[config.mk]
export PLATFORM = sky130hd
export DESIGN_NAME = irxc_top
export DESIGN_NICKNAME = d
export VERILOG_FILES = /design/src/logic/irxc_pkg.sv /design/src/logic/irxc_top.sv /design/src/logic/irxc_fifo.sv
export SDC_FILE = /design/constraint.sdc
export NUM_CORES = 2
export LEC_CHECK = 0
export BUFFER_PORTS_ARGS = -buffer_cell sky130_fd_sc_hd__buf_2
export CORE_AREA = 4 4 503 505
export CTS_CLUSTER_DIAMETER = 40
export DETAILED_ROUTE_END_ITERATION = 16
export DIE_AREA = 0 0 507 509
export GPL_TIMING_DRIVEN = 0
export SLEW_MARGIN = 30
export SYNTH_ARGS = -nofsm -noshare
export SYNTH_HDL_FRONTEND = slang
export SYNTH_SLANG_ARGS = --single-unit
[constraint.sdc]
create_clock -name clk -period 3.9 [get_ports clk]
set_input_delay 0.195 -clock clk [delete_from_list [all_inputs] [get_ports clk]]
set_output_delay 0.195 -clock clk [all_outputs]
set_load 0.05 [all_outputs]
[src/logic/irxc_pkg.sv]
// package with constants and carrier types for the iso receive start and filter block
package irxc_pkg;
  // =====================================================================
  // geometry
  localparam int unsigned NUM_CTX     = 8;
  localparam int unsigned CTX_SEL_LSB = 5;
  localparam logic [15:0] CTX_SEL_MASK = 16'h00E0;
  // =====================================================================
  // register byte offsets (per-context registers: context 0; + 32 * n; channel mask and link control are single)
  localparam logic [15:0] CMDPTR_BASE = 16'h040C;
  localparam logic [15:0] MATCH_BASE  = 16'h410C;
  localparam logic [15:0] CTRL_BASE   = 16'h0400;
  localparam logic [15:0] CHMASK_HI   = 16'h0070;
  localparam logic [15:0] CHMASK_LO   = 16'h0078;
  localparam logic [15:0] LINKCTL     = 16'h00E0;
  // =====================================================================
  // field positions
  localparam int unsigned CTRL_GATE_BIT   = 29;
  localparam int unsigned CTRL_MULTI_BIT  = 28;
  localparam int unsigned CTRL_RUN_BIT    = 15;
  localparam int unsigned CTRL_ACTIVE_BIT = 10;
  localparam int unsigned LINK_LOCK_BIT   = 6;
  localparam int unsigned MATCH_TAG_LSB   = 28;
  localparam int unsigned MATCH_CYC_LSB   = 12;
  localparam int unsigned MATCH_SYNC_LSB  = 8;
  localparam int unsigned MATCH_FILT_BIT  = 6;
  localparam int unsigned TIMER_CMP_LSB   = 12;
  localparam int unsigned CYC_CMP_W       = 15;
  localparam logic [31:0] MATCH_WMASK     = 32'hF7FF_FF7F;
  localparam logic [31:0] CTRL_WMASK      = 32'h3000_8000;
  // =====================================================================
  // reset values and answers
  localparam logic [31:0] REG_RESET  = 32'h0000_0000;
  localparam logic [1:0]  RESP_OKAY  = 2'h0;
  localparam logic [1:0]  RESP_SLVERR = 2'h2;
  localparam logic [1:0]  TAG_01     = 2'h1;
  // =====================================================================
  // carriers
  typedef struct packed {
    logic [5:0]  channel;
    logic [1:0]  tag;
    logic [3:0]  sync;
    logic [31:0] data;
  } irxc_pkt_s;
  typedef struct packed {
    logic [2:0]  ctx;
    logic [31:0] data;
  } irxc_word_s;
  typedef struct packed {
    logic [27:0] program_start_location;
    logic [3:0]  count;
    logic [2:0]  ctx;
  } irxc_fetch_s;
endpackage

[src/logic/irxc_top.sv]
// iso receive context start pointers, start gate and packet acceptance filter
`timescale 1ns/1ps
module irxc_top #(
  parameter int unsigned FIFO_DEPTH = 16
) (
  input  wire logic                  clk,            // 40 MHz clock
  input  wire logic                  rst,            // sync reset, active high
  input  wire logic                  s_awvalid,      // axi write address valid
  output logic                       s_awready,      // axi write address ready
  input  wire logic [15:0]           s_awaddr,       // axi write address
  input  wire logic                  s_wvalid,       // axi write data valid
  output logic                       s_wready,       // axi write data ready
  input  wire logic [31:0]           s_wdata,        // axi write data
  input  wire logic [3:0]            s_wstrb,        // axi byte strobes
  output logic                       s_bvalid,       // axi write response valid
  input  wire logic                  s_bready,       // axi write response ready
  output logic [1:0]                 s_bresp,        // axi write response
  input  wire logic                  s_arvalid,      // axi read address valid
  output logic                       s_arready,      // axi read address ready
  input  wire logic [15:0]           s_araddr,       // axi read address
  output logic                       s_rvalid,       // axi read data valid
  input  wire logic                  s_rready,       // axi read data ready
  output logic [31:0]                s_rdata,        // axi read data
  output logic [1:0]                 s_rresp,        // axi read response
  input  wire logic [31:0]           cycle_time,     // bus cycle timer value
  input  wire logic [7:0]            desc_wait_sync, // active descriptor wait is 11b
  input  wire logic                  pkt_valid,      // received packet offered
  output logic                       pkt_ready,      // packet taken
  input  wire irxc_pkg::irxc_pkt_s   pkt,            // received packet fields
  output logic                       fetch_valid,    // descriptor fetch request
  input  wire logic                  fetch_ready,    // fetch accepted
  output irxc_pkg::irxc_fetch_s      fetch,          // fetch address and count
  output logic                       rx_valid,       // accepted word available
  input  wire logic                  rx_ready,       // consumer takes word
  output irxc_pkg::irxc_word_s       rx              // accepted word and context
);
  typedef struct packed {
    logic [7:0][31:0]      cmdptr;
    logic [7:0][31:0]      match;
    logic [7:0]            run;
    logic [7:0]            gate;
    logic [7:0]            multi;
    logic [7:0]            active;
    logic [7:0]            pend;
    logic [7:0]            armed;
    logic [63:0]           chmask;
    logic                  lock;
    logic                  aw_held;
    logic [15:0]           aw_addr;
    logic                  w_held;
    logic [31:0]           w_data;
    logic [3:0]            w_strb;
    logic                  awready;
    logic                  wready;
    logic                  bvalid;
    logic [1:0]            bresp;
    logic                  arready;
    logic                  rvalid;
    logic [31:0]           rdata;
    logic [1:0]            rresp;
    logic                  fvalid;
    irxc_pkg::irxc_fetch_s freq;
  } irxc_state_s;

  typedef enum {
    KIND_NONE,
    KIND_CMDPTR,
    KIND_MATCH,
    KIND_CTRL,
    KIND_MASK_HI,
    KIND_MASK_LO,
    KIND_LINK
  } irxc_kind_e;

  irxc_state_s s_q, s_d;
  logic        push;
  irxc_pkg::irxc_word_s push_word;
  logic        fifo_in_ready;

  // =====================================================================
  // helpers
  function automatic irxc_kind_e decode(input logic [15:0] a);
    logic [15:0] base;
    base = a & ~irxc_pkg::CTX_SEL_MASK;
    if (base == irxc_pkg::CMDPTR_BASE) begin
      decode = KIND_CMDPTR;
    end else if (base == irxc_pkg::MATCH_BASE) begin
      decode = KIND_MATCH;
    end else if (base == irxc_pkg::CTRL_BASE) begin
      decode = KIND_CTRL;
    end else if (a == irxc_pkg::CHMASK_HI) begin
      decode = KIND_MASK_HI;
    end else if (a == irxc_pkg::CHMASK_LO) begin
      decode = KIND_MASK_LO;
    end else if (a == irxc_pkg::LINKCTL) begin
      decode = KIND_LINK;
    end else begin
      decode = KIND_NONE;
    end
  endfunction

  function automatic logic [2:0] ctx_of(input logic [15:0] a);
    ctx_of = a[irxc_pkg::CTX_SEL_LSB +: 3];
  endfunction

  function automatic logic [31:0] merge(input logic [31:0] old, input logic [31:0] nv,
                                        input logic [3:0] strb, input logic [31:0] wmask);
    logic [31:0] m;
    m = {{8{strb[3]}}, {8{strb[2]}}, {8{strb[1]}}, {8{strb[0]}}} & wmask;
    merge = (old & ~m) | (nv & m);
  endfunction

  // packet filter for one context
  function automatic logic ctx_accepts(input logic [31:0] m, input logic multi,
                                       input logic [63:0] mask, input logic wsync,
                                       input logic lock, input irxc_pkg::irxc_pkt_s p);
    logic chan_ok;
    logic tag_ok;
    logic sync_ok;
    logic filt;
    filt = m[irxc_pkg::MATCH_FILT_BIT] | lock;
    if (multi) begin
      chan_ok = mask[p.channel];
    end else begin
      chan_ok = (m[5:0] == p.channel);
    end
    tag_ok = m[irxc_pkg::MATCH_TAG_LSB + 32'(p.tag)];
    if ((p.tag == irxc_pkg::TAG_01) && filt && (p.sync[3:2] != 2'h0)) begin
      tag_ok = 1'b0;
    end // other tags use enables only
    sync_ok = !wsync || (p.sync == m[irxc_pkg::MATCH_SYNC_LSB +: 4]);
    ctx_accepts = chan_ok && tag_ok && sync_ok;
  endfunction

  // register read image
  function automatic logic [31:0] read_reg(input irxc_state_s s, input irxc_kind_e k,
                                           input logic [2:0] c);
    logic [31:0] v;
    v = irxc_pkg::REG_RESET;
    case (k)
      KIND_CMDPTR: v = s.cmdptr[c];
      KIND_MATCH: begin
        v = s.match[c] & irxc_pkg::MATCH_WMASK;
        v[irxc_pkg::MATCH_FILT_BIT] = s.match[c][irxc_pkg::MATCH_FILT_BIT] | s.lock;
      end
      KIND_CTRL: begin
        v[irxc_pkg::CTRL_GATE_BIT]   = s.gate[c];
        v[irxc_pkg::CTRL_MULTI_BIT]  = s.multi[c];
        v[irxc_pkg::CTRL_RUN_BIT]    = s.run[c];
        v[irxc_pkg::CTRL_ACTIVE_BIT] = s.active[c];
      end
      KIND_MASK_HI: v = s.chmask[63:32];
      KIND_MASK_LO: v = s.chmask[31:0];
      KIND_LINK: v[irxc_pkg::LINK_LOCK_BIT] = s.lock;
      default: v = irxc_pkg::REG_RESET;
    endcase
    read_reg = v;
  endfunction

  // =====================================================================
  // packet acceptance: lowest matching active context wins
  always_comb begin
    push      = 1'b0;
    push_word = '0;
    for (int i = irxc_pkg::NUM_CTX - 1; i >= 0; i--) begin
      if (s_q.active[i] && ctx_accepts(s_q.match[i], s_q.multi[i], s_q.chmask,
                                       desc_wait_sync[i], s_q.lock, pkt)) begin
        push          = pkt_valid;
        push_word.ctx = 3'(i);
      end
    end
    push_word.data = pkt.data;
  end

  // =====================================================================
  // next state
  always_comb begin
    irxc_kind_e  wk;
    irxc_kind_e  rk;
    logic [2:0]  wc;
    logic [31:0] nv;
    logic        found;
    wk    = KIND_NONE;
    rk    = KIND_NONE;
    wc    = 3'h0;
    nv    = irxc_pkg::REG_RESET;
    found = 1'b0;
    s_d   = s_q;

    // context start sequencing
    if (s_q.fvalid && fetch_ready) begin
      s_d.fvalid = 1'b0;
      s_d.armed[s_q.freq.ctx] = s_q.run[s_q.freq.ctx];
    end
    if (!s_q.fvalid) begin
      for (int i = irxc_pkg::NUM_CTX - 1; i >= 0; i--) begin
        if (s_q.pend[i]) begin
          found = 1'b1;
          wc    = 3'(i);
        end
      end
      if (found) begin
        s_d.fvalid    = 1'b1;
        s_d.pend[wc]  = 1'b0;
        s_d.freq.ctx  = wc;
        s_d.freq.program_start_location = s_q.cmdptr[wc][31:4];
        s_d.freq.count = s_q.cmdptr[wc][3:0];
      end
    end
    for (int i = 0; i < irxc_pkg::NUM_CTX; i++) begin
      if (s_q.armed[i]) begin
        // comparison uses two seconds bits above the cycle index
        if (!s_q.gate[i] || (cycle_time[irxc_pkg::TIMER_CMP_LSB +: irxc_pkg::CYC_CMP_W]
            == s_q.match[i][irxc_pkg::MATCH_CYC_LSB +: irxc_pkg::CYC_CMP_W])) begin
          s_d.active[i] = 1'b1;
          s_d.armed[i]  = 1'b0;
          s_d.gate[i]   = 1'b0;
        end
      end
    end

    // axi write channel
    if (s_q.awready && s_awvalid) begin
      s_d.aw_held = 1'b1;
      s_d.aw_addr = s_awaddr;
    end
    if (s_q.wready && s_wvalid) begin
      s_d.w_held = 1'b1;
      s_d.w_data = s_wdata;
      s_d.w_strb = s_wstrb;
    end
    if (s_q.bvalid && s_bready) begin
      s_d.bvalid = 1'b0;
    end
    if (s_q.aw_held && s_q.w_held && !s_q.bvalid) begin
      wk = decode(s_q.aw_addr);
      wc = ctx_of(s_q.aw_addr);
      s_d.aw_held = 1'b0;
      s_d.w_held  = 1'b0;
      s_d.bvalid  = 1'b1;
      s_d.bresp   = (wk == KIND_NONE) ? irxc_pkg::RESP_SLVERR : irxc_pkg::RESP_OKAY;
      case (wk)
        KIND_CMDPTR: begin
          s_d.cmdptr[wc] = merge(s_q.cmdptr[wc], s_q.w_data, s_q.w_strb, '1);
        end
        KIND_MATCH: begin
          nv = merge(s_q.match[wc], s_q.w_data, s_q.w_strb, irxc_pkg::MATCH_WMASK);
          if (s_q.lock) begin
            nv[irxc_pkg::MATCH_FILT_BIT] = 1'b1;
          end
          s_d.match[wc] = nv;
        end
        KIND_CTRL: begin
          nv = merge({2'h0, s_q.gate[wc], s_q.multi[wc], 12'h000, s_q.run[wc], 15'h0000},
                     s_q.w_data, s_q.w_strb, irxc_pkg::CTRL_WMASK);
          s_d.multi[wc] = nv[irxc_pkg::CTRL_MULTI_BIT];
          // a software set of the gate lands after any hardware clear
          s_d.gate[wc]  = nv[irxc_pkg::CTRL_GATE_BIT];
          s_d.run[wc]   = nv[irxc_pkg::CTRL_RUN_BIT];
          if (nv[irxc_pkg::CTRL_RUN_BIT] && !s_q.run[wc]) begin
            s_d.pend[wc] = 1'b1;
          end
          if (!nv[irxc_pkg::CTRL_RUN_BIT]) begin
            s_d.pend[wc]   = 1'b0;
            s_d.armed[wc]  = 1'b0;
            s_d.active[wc] = 1'b0;
          end
        end
        KIND_MASK_HI: s_d.chmask[63:32] = merge(s_q.chmask[63:32], s_q.w_data,
                                                s_q.w_strb, '1);
        KIND_MASK_LO: s_d.chmask[31:0] = merge(s_q.chmask[31:0], s_q.w_data,
                                               s_q.w_strb, '1);
        KIND_LINK: begin
          nv = merge(32'(s_q.lock) << irxc_pkg::LINK_LOCK_BIT, s_q.w_data, s_q.w_strb,
                     32'h1 << irxc_pkg::LINK_LOCK_BIT);
          s_d.lock = nv[irxc_pkg::LINK_LOCK_BIT];
        end
        default: s_d.bresp = irxc_pkg::RESP_SLVERR;
      endcase
    end
    s_d.awready = !s_d.aw_held && !s_d.bvalid;
    s_d.wready  = !s_d.w_held && !s_d.bvalid;

    // axi read channel
    if (s_q.rvalid && s_rready) begin
      s_d.rvalid = 1'b0;
    end
    if (s_q.arready && s_arvalid) begin
      rk = decode(s_araddr);
      s_d.rvalid = 1'b1;
      s_d.rdata  = read_reg(s_q, rk, ctx_of(s_araddr));
      s_d.rresp  = (rk == KIND_NONE) ? irxc_pkg::RESP_SLVERR : irxc_pkg::RESP_OKAY;
    end
    s_d.arready = !s_d.rvalid;
  end

  always_ff @(posedge clk) begin
    if (rst) begin
      s_q <= '0;
    end else begin
      s_q <= s_d;
    end
  end

  // =====================================================================
  // accepted word buffer
  irxc_fifo #(
    .WIDTH ($bits(irxc_pkg::irxc_word_s)),
    .DEPTH (FIFO_DEPTH)
  ) u_fifo (
    .clk       (clk),
    .rst       (rst),
    .in_valid  (push && fifo_in_ready),
    .in_ready  (fifo_in_ready),
    .in_data   (push_word),
    .out_valid (rx_valid),
    .out_ready (rx_ready),
    .out_data  (rx)
  );

  assign pkt_ready   = fifo_in_ready;
  assign s_awready   = s_q.awready;
  assign s_wready    = s_q.wready;
  assign s_bvalid    = s_q.bvalid;
  assign s_bresp     = s_q.bresp;
  assign s_arready   = s_q.arready;
  assign s_rvalid    = s_q.rvalid;
  assign s_rdata     = s_q.rdata;
  assign s_rresp     = s_q.rresp;
  assign fetch_valid = s_q.fvalid;
  assign fetch       = s_q.freq;
endmodule // irxc_top

[src/logic/irxc_fifo.sv]
// fifo with registered read stage for accepted packet words
`timescale 1ns/1ps
module irxc_fifo #(
  parameter int unsigned WIDTH = 35,
  parameter int unsigned DEPTH = 16
) (
  input  wire logic             clk,       // clock
  input  wire logic             rst,       // sync reset
  input  wire logic             in_valid,  // write offer
  output logic                  in_ready,  // room available
  input  wire logic [WIDTH-1:0] in_data,   // write word
  output logic                  out_valid, // read word held
  input  wire logic             out_ready, // reader takes word
  output logic [WIDTH-1:0]      out_data   // read word
);
  localparam int unsigned AW = $clog2(DEPTH);
  typedef struct packed {
    logic [DEPTH-1:0][WIDTH-1:0] mem;
    logic [AW-1:0]               wp;
    logic [AW-1:0]               rp;
    logic [AW:0]                 cnt;
    logic                        ov;
    logic [WIDTH-1:0]            od;
    logic                        ir;
  } irxc_fifo_s;
  irxc_fifo_s s_q, s_d;

  always_comb begin
    s_d = s_q;
    if (s_q.ov && out_ready) begin
      s_d.ov = 1'b0;
    end
    // refill output stage from storage
    if ((!s_q.ov || out_ready) && (s_q.cnt != '0)) begin
      s_d.od  = s_q.mem[s_q.rp];
      s_d.ov  = 1'b1;
      s_d.rp  = s_q.rp + 1'b1;
      s_d.cnt = s_d.cnt - 1'b1;
    end
    if (in_valid && s_q.ir) begin
      s_d.mem[s_q.wp] = in_data;
      s_d.wp  = s_q.wp + 1'b1;
      s_d.cnt = s_d.cnt + 1'b1;
    end
    s_d.ir = (s_d.cnt < (AW+1)'(DEPTH));
  end

  always_ff @(posedge clk) begin
    if (rst) begin
      s_q <= '0;
    end else begin
      s_q <= s_d;
    end
  end

  assign in_ready  = s_q.ir;
  assign out_valid = s_q.ov;
  assign out_data  = s_q.od;
endmodule // irxc_fifo

# Word level (Yosys, flattened, before mapping)
# Cells that the tools add are included.
# word_totals
reg_bits	1366
input_bits	162
out_inout_bits	114
word_cells	495
# classes
n_addsub	5
n_lt_le_gt_ge	13
n_eq_ne	49
mux	215
n_bitwise	37
reduce_logical	112
# op_table
cell	n
$bwmux 560	1
$bwmux 256	2
$bmux 32 s3	5
$mux 32	10
$and 32x32->32	6
$eq 32x3->1 const B	6
$bmux 35 s4	1
$demux 35 s4	1
$eq 32x2->1 const B	4
$or 32x32->32	4
$eq 15x15->1	8
$mux 1	110
$mux 106	1
$mux 35	3
$demux 32 s3	1
$mux 3	30
$mux 36	2
$eq 16x7->1 const B	4
$eq 32x1->1 const B	2
$logic_not 32->1	2
$not 32->32	2
$and 30x30->30	2
$logic_and 1x1->1	59
$eq 13x8->1 const B	4
52 further kinds	161

# Depth between registers and ports, before layout
# depth
depth_word	27
depth_mapped	16
mapped_depth_nobuf	11

# Hierarchy
# Synthesis repeated with hierarchy kept, for this count alone.
# unflattened
cells_unflattened	7809
area_unflattened_um2	66114.7
# by_module_without_submodules
mod	instances	cells_per_inst	area_each_um2	seq_area_each_um2
irxc_top	1	4796	40371.2	14774.2
irxc_fifo	1	3013	25743.4	12211.7

# Worst setup path after synthesis
# Ideal clock, no wire load.
# synth_timing
path_type	input to register
startpoint	input port pkt[40] (netlist bit)
endpoint	register u_fifo.s_q[486] (netlist bit)
setup_ns	0.128
arrival_ns	2.770
required_time_ns	3.772
path_slack_ns	1.002
cell_stages	16
n_path_buf	7
cell_sequence	buf_2 -> buf_4 -> buf_4 -> mux4_2 -> mux2i_1 -> a22oi_1 -> nand2_2 -> nand2_4 -> a211o_1 -> buf_6 -> buf_6 -> o211ai_2 -> buf_6 -> buf_6 -> mux2i_1 -> nor2_1
# synth_via
elab_chain_len	16
word_cells_on_any_way	52
classes_between	eq/ne: 8; mux: 18; reduce/logical: 26
# synth_lines
item	line_no	source
start: declaration	irxc_top.sv:29	input wire irxc_pkg::irxc_pkt_s pkt,
$bmux 1 s6	irxc_top.sv:123	chan_ok = mask[p.channel];
$mux 1 (not written as such)	irxc_top.sv:123	
$mux 1	irxc_top.sv:122	if (multi) begin
$logic_and 1x1->1 (2 in series)	irxc_top.sv:132	ctx_accepts = chan_ok && tag_ok && sync_ok;
$logic_and 1x1->1	irxc_top.sv:166	if (s_q.active[i] && ctx_accepts(s_q.match[i], s_q.multi[i], s_q.chmask,
$mux 1 (7 in series)	irxc_top.sv:166	
$mux 1 (*)	irxc_top.sv:166	
$logic_and 1x1->1 (*)	irxc_top.sv:313	.in_valid (push && fifo_in_ready),
$logic_and 1x1->1 (*)	irxc_fifo.sv:40	if (in_valid && s_q.ir) begin
end signal: assignment	irxc_fifo.sv:50	s_q <= '0;
end signal: assignment	irxc_fifo.sv:52	s_q <= s_d;
end: declaration	irxc_fifo.sv:26	irxc_fifo_s s_q, s_d;
# Every way passes the cells marked *; elsewhere a longest branch is shown, timed or not. The select of a mux whose other input is x is not followed.
# A chain may end at the register's enable or synchronous reset.

# Worst setup path after layout
# layout_timing
startpoint	register s_q[121] (netlist bit)
endpoint	register s_q[270] (netlist bit)
# layout_via
elab_chain_len	10
word_cells_on_any_way	22
classes_between	order compare: 2; eq/ne: 4; mux: 12; bitwise: 2; reduce/logical: 2
# layout_lines
item	line_no	source
start: declaration	irxc_top.sv:75	irxc_state_s s_q, s_d;
start signal: assignment	irxc_top.sv:299	s_q <= '0;
start signal: assignment	irxc_top.sv:301	s_q <= s_d;
$eq 16x8->1	irxc_top.sv:95	end else if (a == irxc_pkg::LINKCTL) begin
$mux 3	irxc_top.sv:95	
$mux 3	irxc_top.sv:93	end else if (a == irxc_pkg::CHMASK_LO) begin
$mux 3	irxc_top.sv:91	end else if (a == irxc_pkg::CHMASK_HI) begin
$mux 3	irxc_top.sv:89	end else if (base == irxc_pkg::CTRL_BASE) begin
$mux 3	irxc_top.sv:87	end else if (base == irxc_pkg::MATCH_BASE) begin
$mux 3	irxc_top.sv:85	if (base == irxc_pkg::CMDPTR_BASE) begin
$mux 32	irxc_top.sv:235	if (s_q.aw_held && s_q.w_held && !s_q.bvalid) begin
$eq 32x2->1	irxc_top.sv:242	case (wk)
$reduce_and 2->1 (no line)	--	
# Parallel ways exist; a longest one is shown, timed or not. The select of a mux whose other input is x is not followed.

==> flow_metrics.tcl <==
set metrics [dict create \
    arrival_ns 4.74 \
    fin_util 0.332 \
    power_density_mw_per_mm2 472 \
    grt_pass1_wl_mm 475 \
    fin_crit_sh 1.05 \
    total_power_mw 39.0 \
    synth-compound-area-share 0.119 \
    nets 7999 \
    status "finished, violations left" \
    ys_async_sr_fraction 0 \
    grt_overflow_total 0 \
    final-instance-count-excl-fill 11400 \
    antenna_found_initial 47 \
    route.detailed.drc 0 \
    fin_ws_ns -0.181 \
    hold_viol 0 \
    cp_cell_sequence "clkbuf_2, nor3_2, buf_6, clkbuf_2, buf_2, nand2_1, clkbuf_4, a21oi_1, nor2_1" \
    netlist_top_cells_area "dfxtp_1 40%, mux4_2 12%, mux2i_1 10%, nand2_1 7.4%, a21oi_1 5.6%" \
    grt_max_degree 20 \
    drive_gt1_frac 0.205 \
    num_vias 63600 \
    finalMaxSlewViolations 0 \
    maxCapViolations 0 \
    required_ns 4.56 \
    grt_pass1_vias 60600 \
    hpwl_mm 258 \
    multiInputGateArea_mm2 0.0366 \
    clock_latency_ns 0.87 \
    placed_area_mm2 0.0729 \
    yosysTopAreaCellShare 0.404 \
    gp_congestion 1.08 \
    mostFrequentLayoutCell "dfxtp_1" \
    crit_top_cell "clkbuf_2" \
    violations "setup timing" \
    synth_xor_area_frac 0.0276 \
    synth.distinct_cells 84 \
    synth_top_area_cell "dfxtp_1" \
    worstMarginPinSlew_ns 1.20 \
    clk_path_buf_depth 3 \
    synth_area_per_cell_um2 9.22 \
    ys_warn_count 0 \
    n_fill_cell 25500 \
    grt_use_total 0.257 \
    synth_seq_cells 1348 \
    leakage_nw 33.4 \
    dp_cells 10800 \
    most-common-layout-cells "1348 x dfxtp_1, 1313 x nand2_1, 788 x nor2_1, 741 x a21oi_1, 663 x mux2i_1" \
    wl_mm 347 \
    ir_worst_vdd_mv 0.521 \
    cts_inserted_buffers 216 \
    hold_slack_ns 0.0114 \
    ys.flop_type "dfxtp_1" \
    wire_per_inst_um 30.5 \
    dieArea_mm2 0.258 \
    synth-simple-area-share 0.152 \
    skew_ns 0.0755 \
    synth_edf_count 0 \
    cp-end-kind "flip-flop" \
    htreeDepth 4 \
    drt_iter0_drc 9618 \
    crit_path_top_delay_cell "buf_2" \
    cts-root-buf "clkbuf_16" \
    core-area_mm2 0.248 \
    clock-sinks 1348 \
    setup_viol 153 \
    synth_cells 7248 \
    clk_pin_slew_ns 0.05 \
    muxShareOfSynthArea 0.241 \
    synth_top_family_by_area "multiplexers" \
    worst-path-max-fanout 11 \
    start_util 0.269 \
    max_freq_ghz 0.245 \
    worstSetupPathType "flip-flop to flip-flop" \
    ant_nets 0 \
    cp_num_buf_inv 5 \
    port_buffers 229 \
    seqCellArea_mm2 0.0270 \
    die_w_um 507 \
    hold_class "primary input to flip-flop" \
    crit_family "buffers and inverters" \
    drt-vias-per-instance 5.59 \
    slew_headroom 0.197 \
    synthAdderAreaFrac 0.00131 \
    fin_area_mm2 0.0825 \
    cts_tree "built" \
    period_needed_ns 4.08 \
    area_growth_pct 23.4 \
    startpoint_type "flip-flop" \
    synth.yosys.seq_area_share 0.404 \
    first_pass_iters 9 \
    die_y_um 509 \
    synthesis.area_mm2 0.0668 \
    boundaryPins 276 \
    row_count 183 \
    cp_slowest_stage_delay_ns 0.65 \
]
## sequential cells by signal, summed over array words and instances, names as in the netlist, named ones only
register	flops
s_bresp	1
u_fifo.s_q	573
u_fifo.out_data	35
s_arready	1
s_rvalid	1
fetch_valid	1
s_bvalid	1
s_q	598
u_fifo.in_ready	1
u_fifo.out_valid	1
s_rresp	1
s_rdata	32
s_awready	1
s_wready	1
fetch	35
## Yosys cell counts, types with 37 or more instances
cell type,number
mux4_2,368
o21ai_0,93
nor2_1,809
buf_1,68
a211oi_1,63
nand2_1,1315
a22oi_1,73
mux2_2,104
a21oi_1,744
nor4_1,46
nand3_1,55
a221oi_1,37
dfxtp_1,1348
nor2b_1,52
clkbuf_1,451
a22o_1,47
nor3_1,64
mux2i_1,665
o22ai_1,48
xor2_1,188
buf_4,133
## logic make-up (layout without fill, tap and decap cells)
kind of cell	Yosys count	after routing
AO/OA/AOI/OAI	1311	1311
XOR/XNOR	211	211
adder cells (fa/ha/maj)	7	7
buffers and inverters	758	1532
flip-flops	1348	1348
multiplexers	1137	1137
other	1	21
AND/OR/NAND/NOR	2475	2475
## power breakdown
group	leakage (nW)	switching (mW)	internal (mW)
clock	3.77	7.93	12.9
sequential	10.9	0.104	13.8
combinational	18.8	3.01	1.16
## path summary, 6_finish.rpt
| check | start | end | slack [ns] | cells after the start |
|---|---|---|---|---|
| worst max-delay path | s_q[121] | s_q[270] | -0.18 | 9 |
| worst min-delay path | rx_ready | u_fifo.out_valid | 0.01 | 5 |
| worst max register to register | s_q[121] | s_q[270] | -0.18 | 9 |
| worst min register to register | s_rdata[25] | s_rdata[25] | 0.46 | 2 |
## routing by layer
layer  wire (um)  global-route usage  part of all wire
met1      130000               0.314              0.38
met3       42300              0.0881              0.12
met2      145000               0.381              0.42
met4       28900               0.178             0.083
met5         267                   0           0.00077
## layout make-up
cell class,instances,area share
multi-input combinational,5143,0.444
sequential,1348,0.327
clock buffer,253,0.0703
tap,3330,0.0505
buffer,714,0.0465
timing repair buffer,367,0.0341
clock inverter,158,0.0252
inverter,40,0.00182
antenna,19,0.000576
## metrics by stage
| stage | worst slack [ns] | setup TNS [ns] |
|---|---|---|
| 3_3_place_gp | -2.86 | -1048.04 |
| 5_1_grt | -0.0151 | -0.0622 |
| 2_1_floorplan | 1.00 | 0 |
| 3_5_place_dp | -1.25 | -467.40 |
| 6_report | -0.181 | -10.85 |
| 4_1_cts | 0.00126 | 0 |
## worst reg2reg max path: stages, from the launching register on
cell,delay [ns]
dfxtp_1,0.36
clkbuf_2,0.30
nor3_2,0.65
buf_6,0.23
clkbuf_2,0.49
buf_2,0.65
nand2_1,0.53
clkbuf_4,0.42
a21oi_1,0.20
nor2_1,0.05
## repair_timing
item	4_1_cts	5_1_grt
gates resized for setup	116	70
pin swaps	5	2
setup endpoints to repair	615	607
setup buffers	6	1
hold buffers	107	0
endpoints found under the hold margin	492	0
Power figures use the tool's default switching activity.
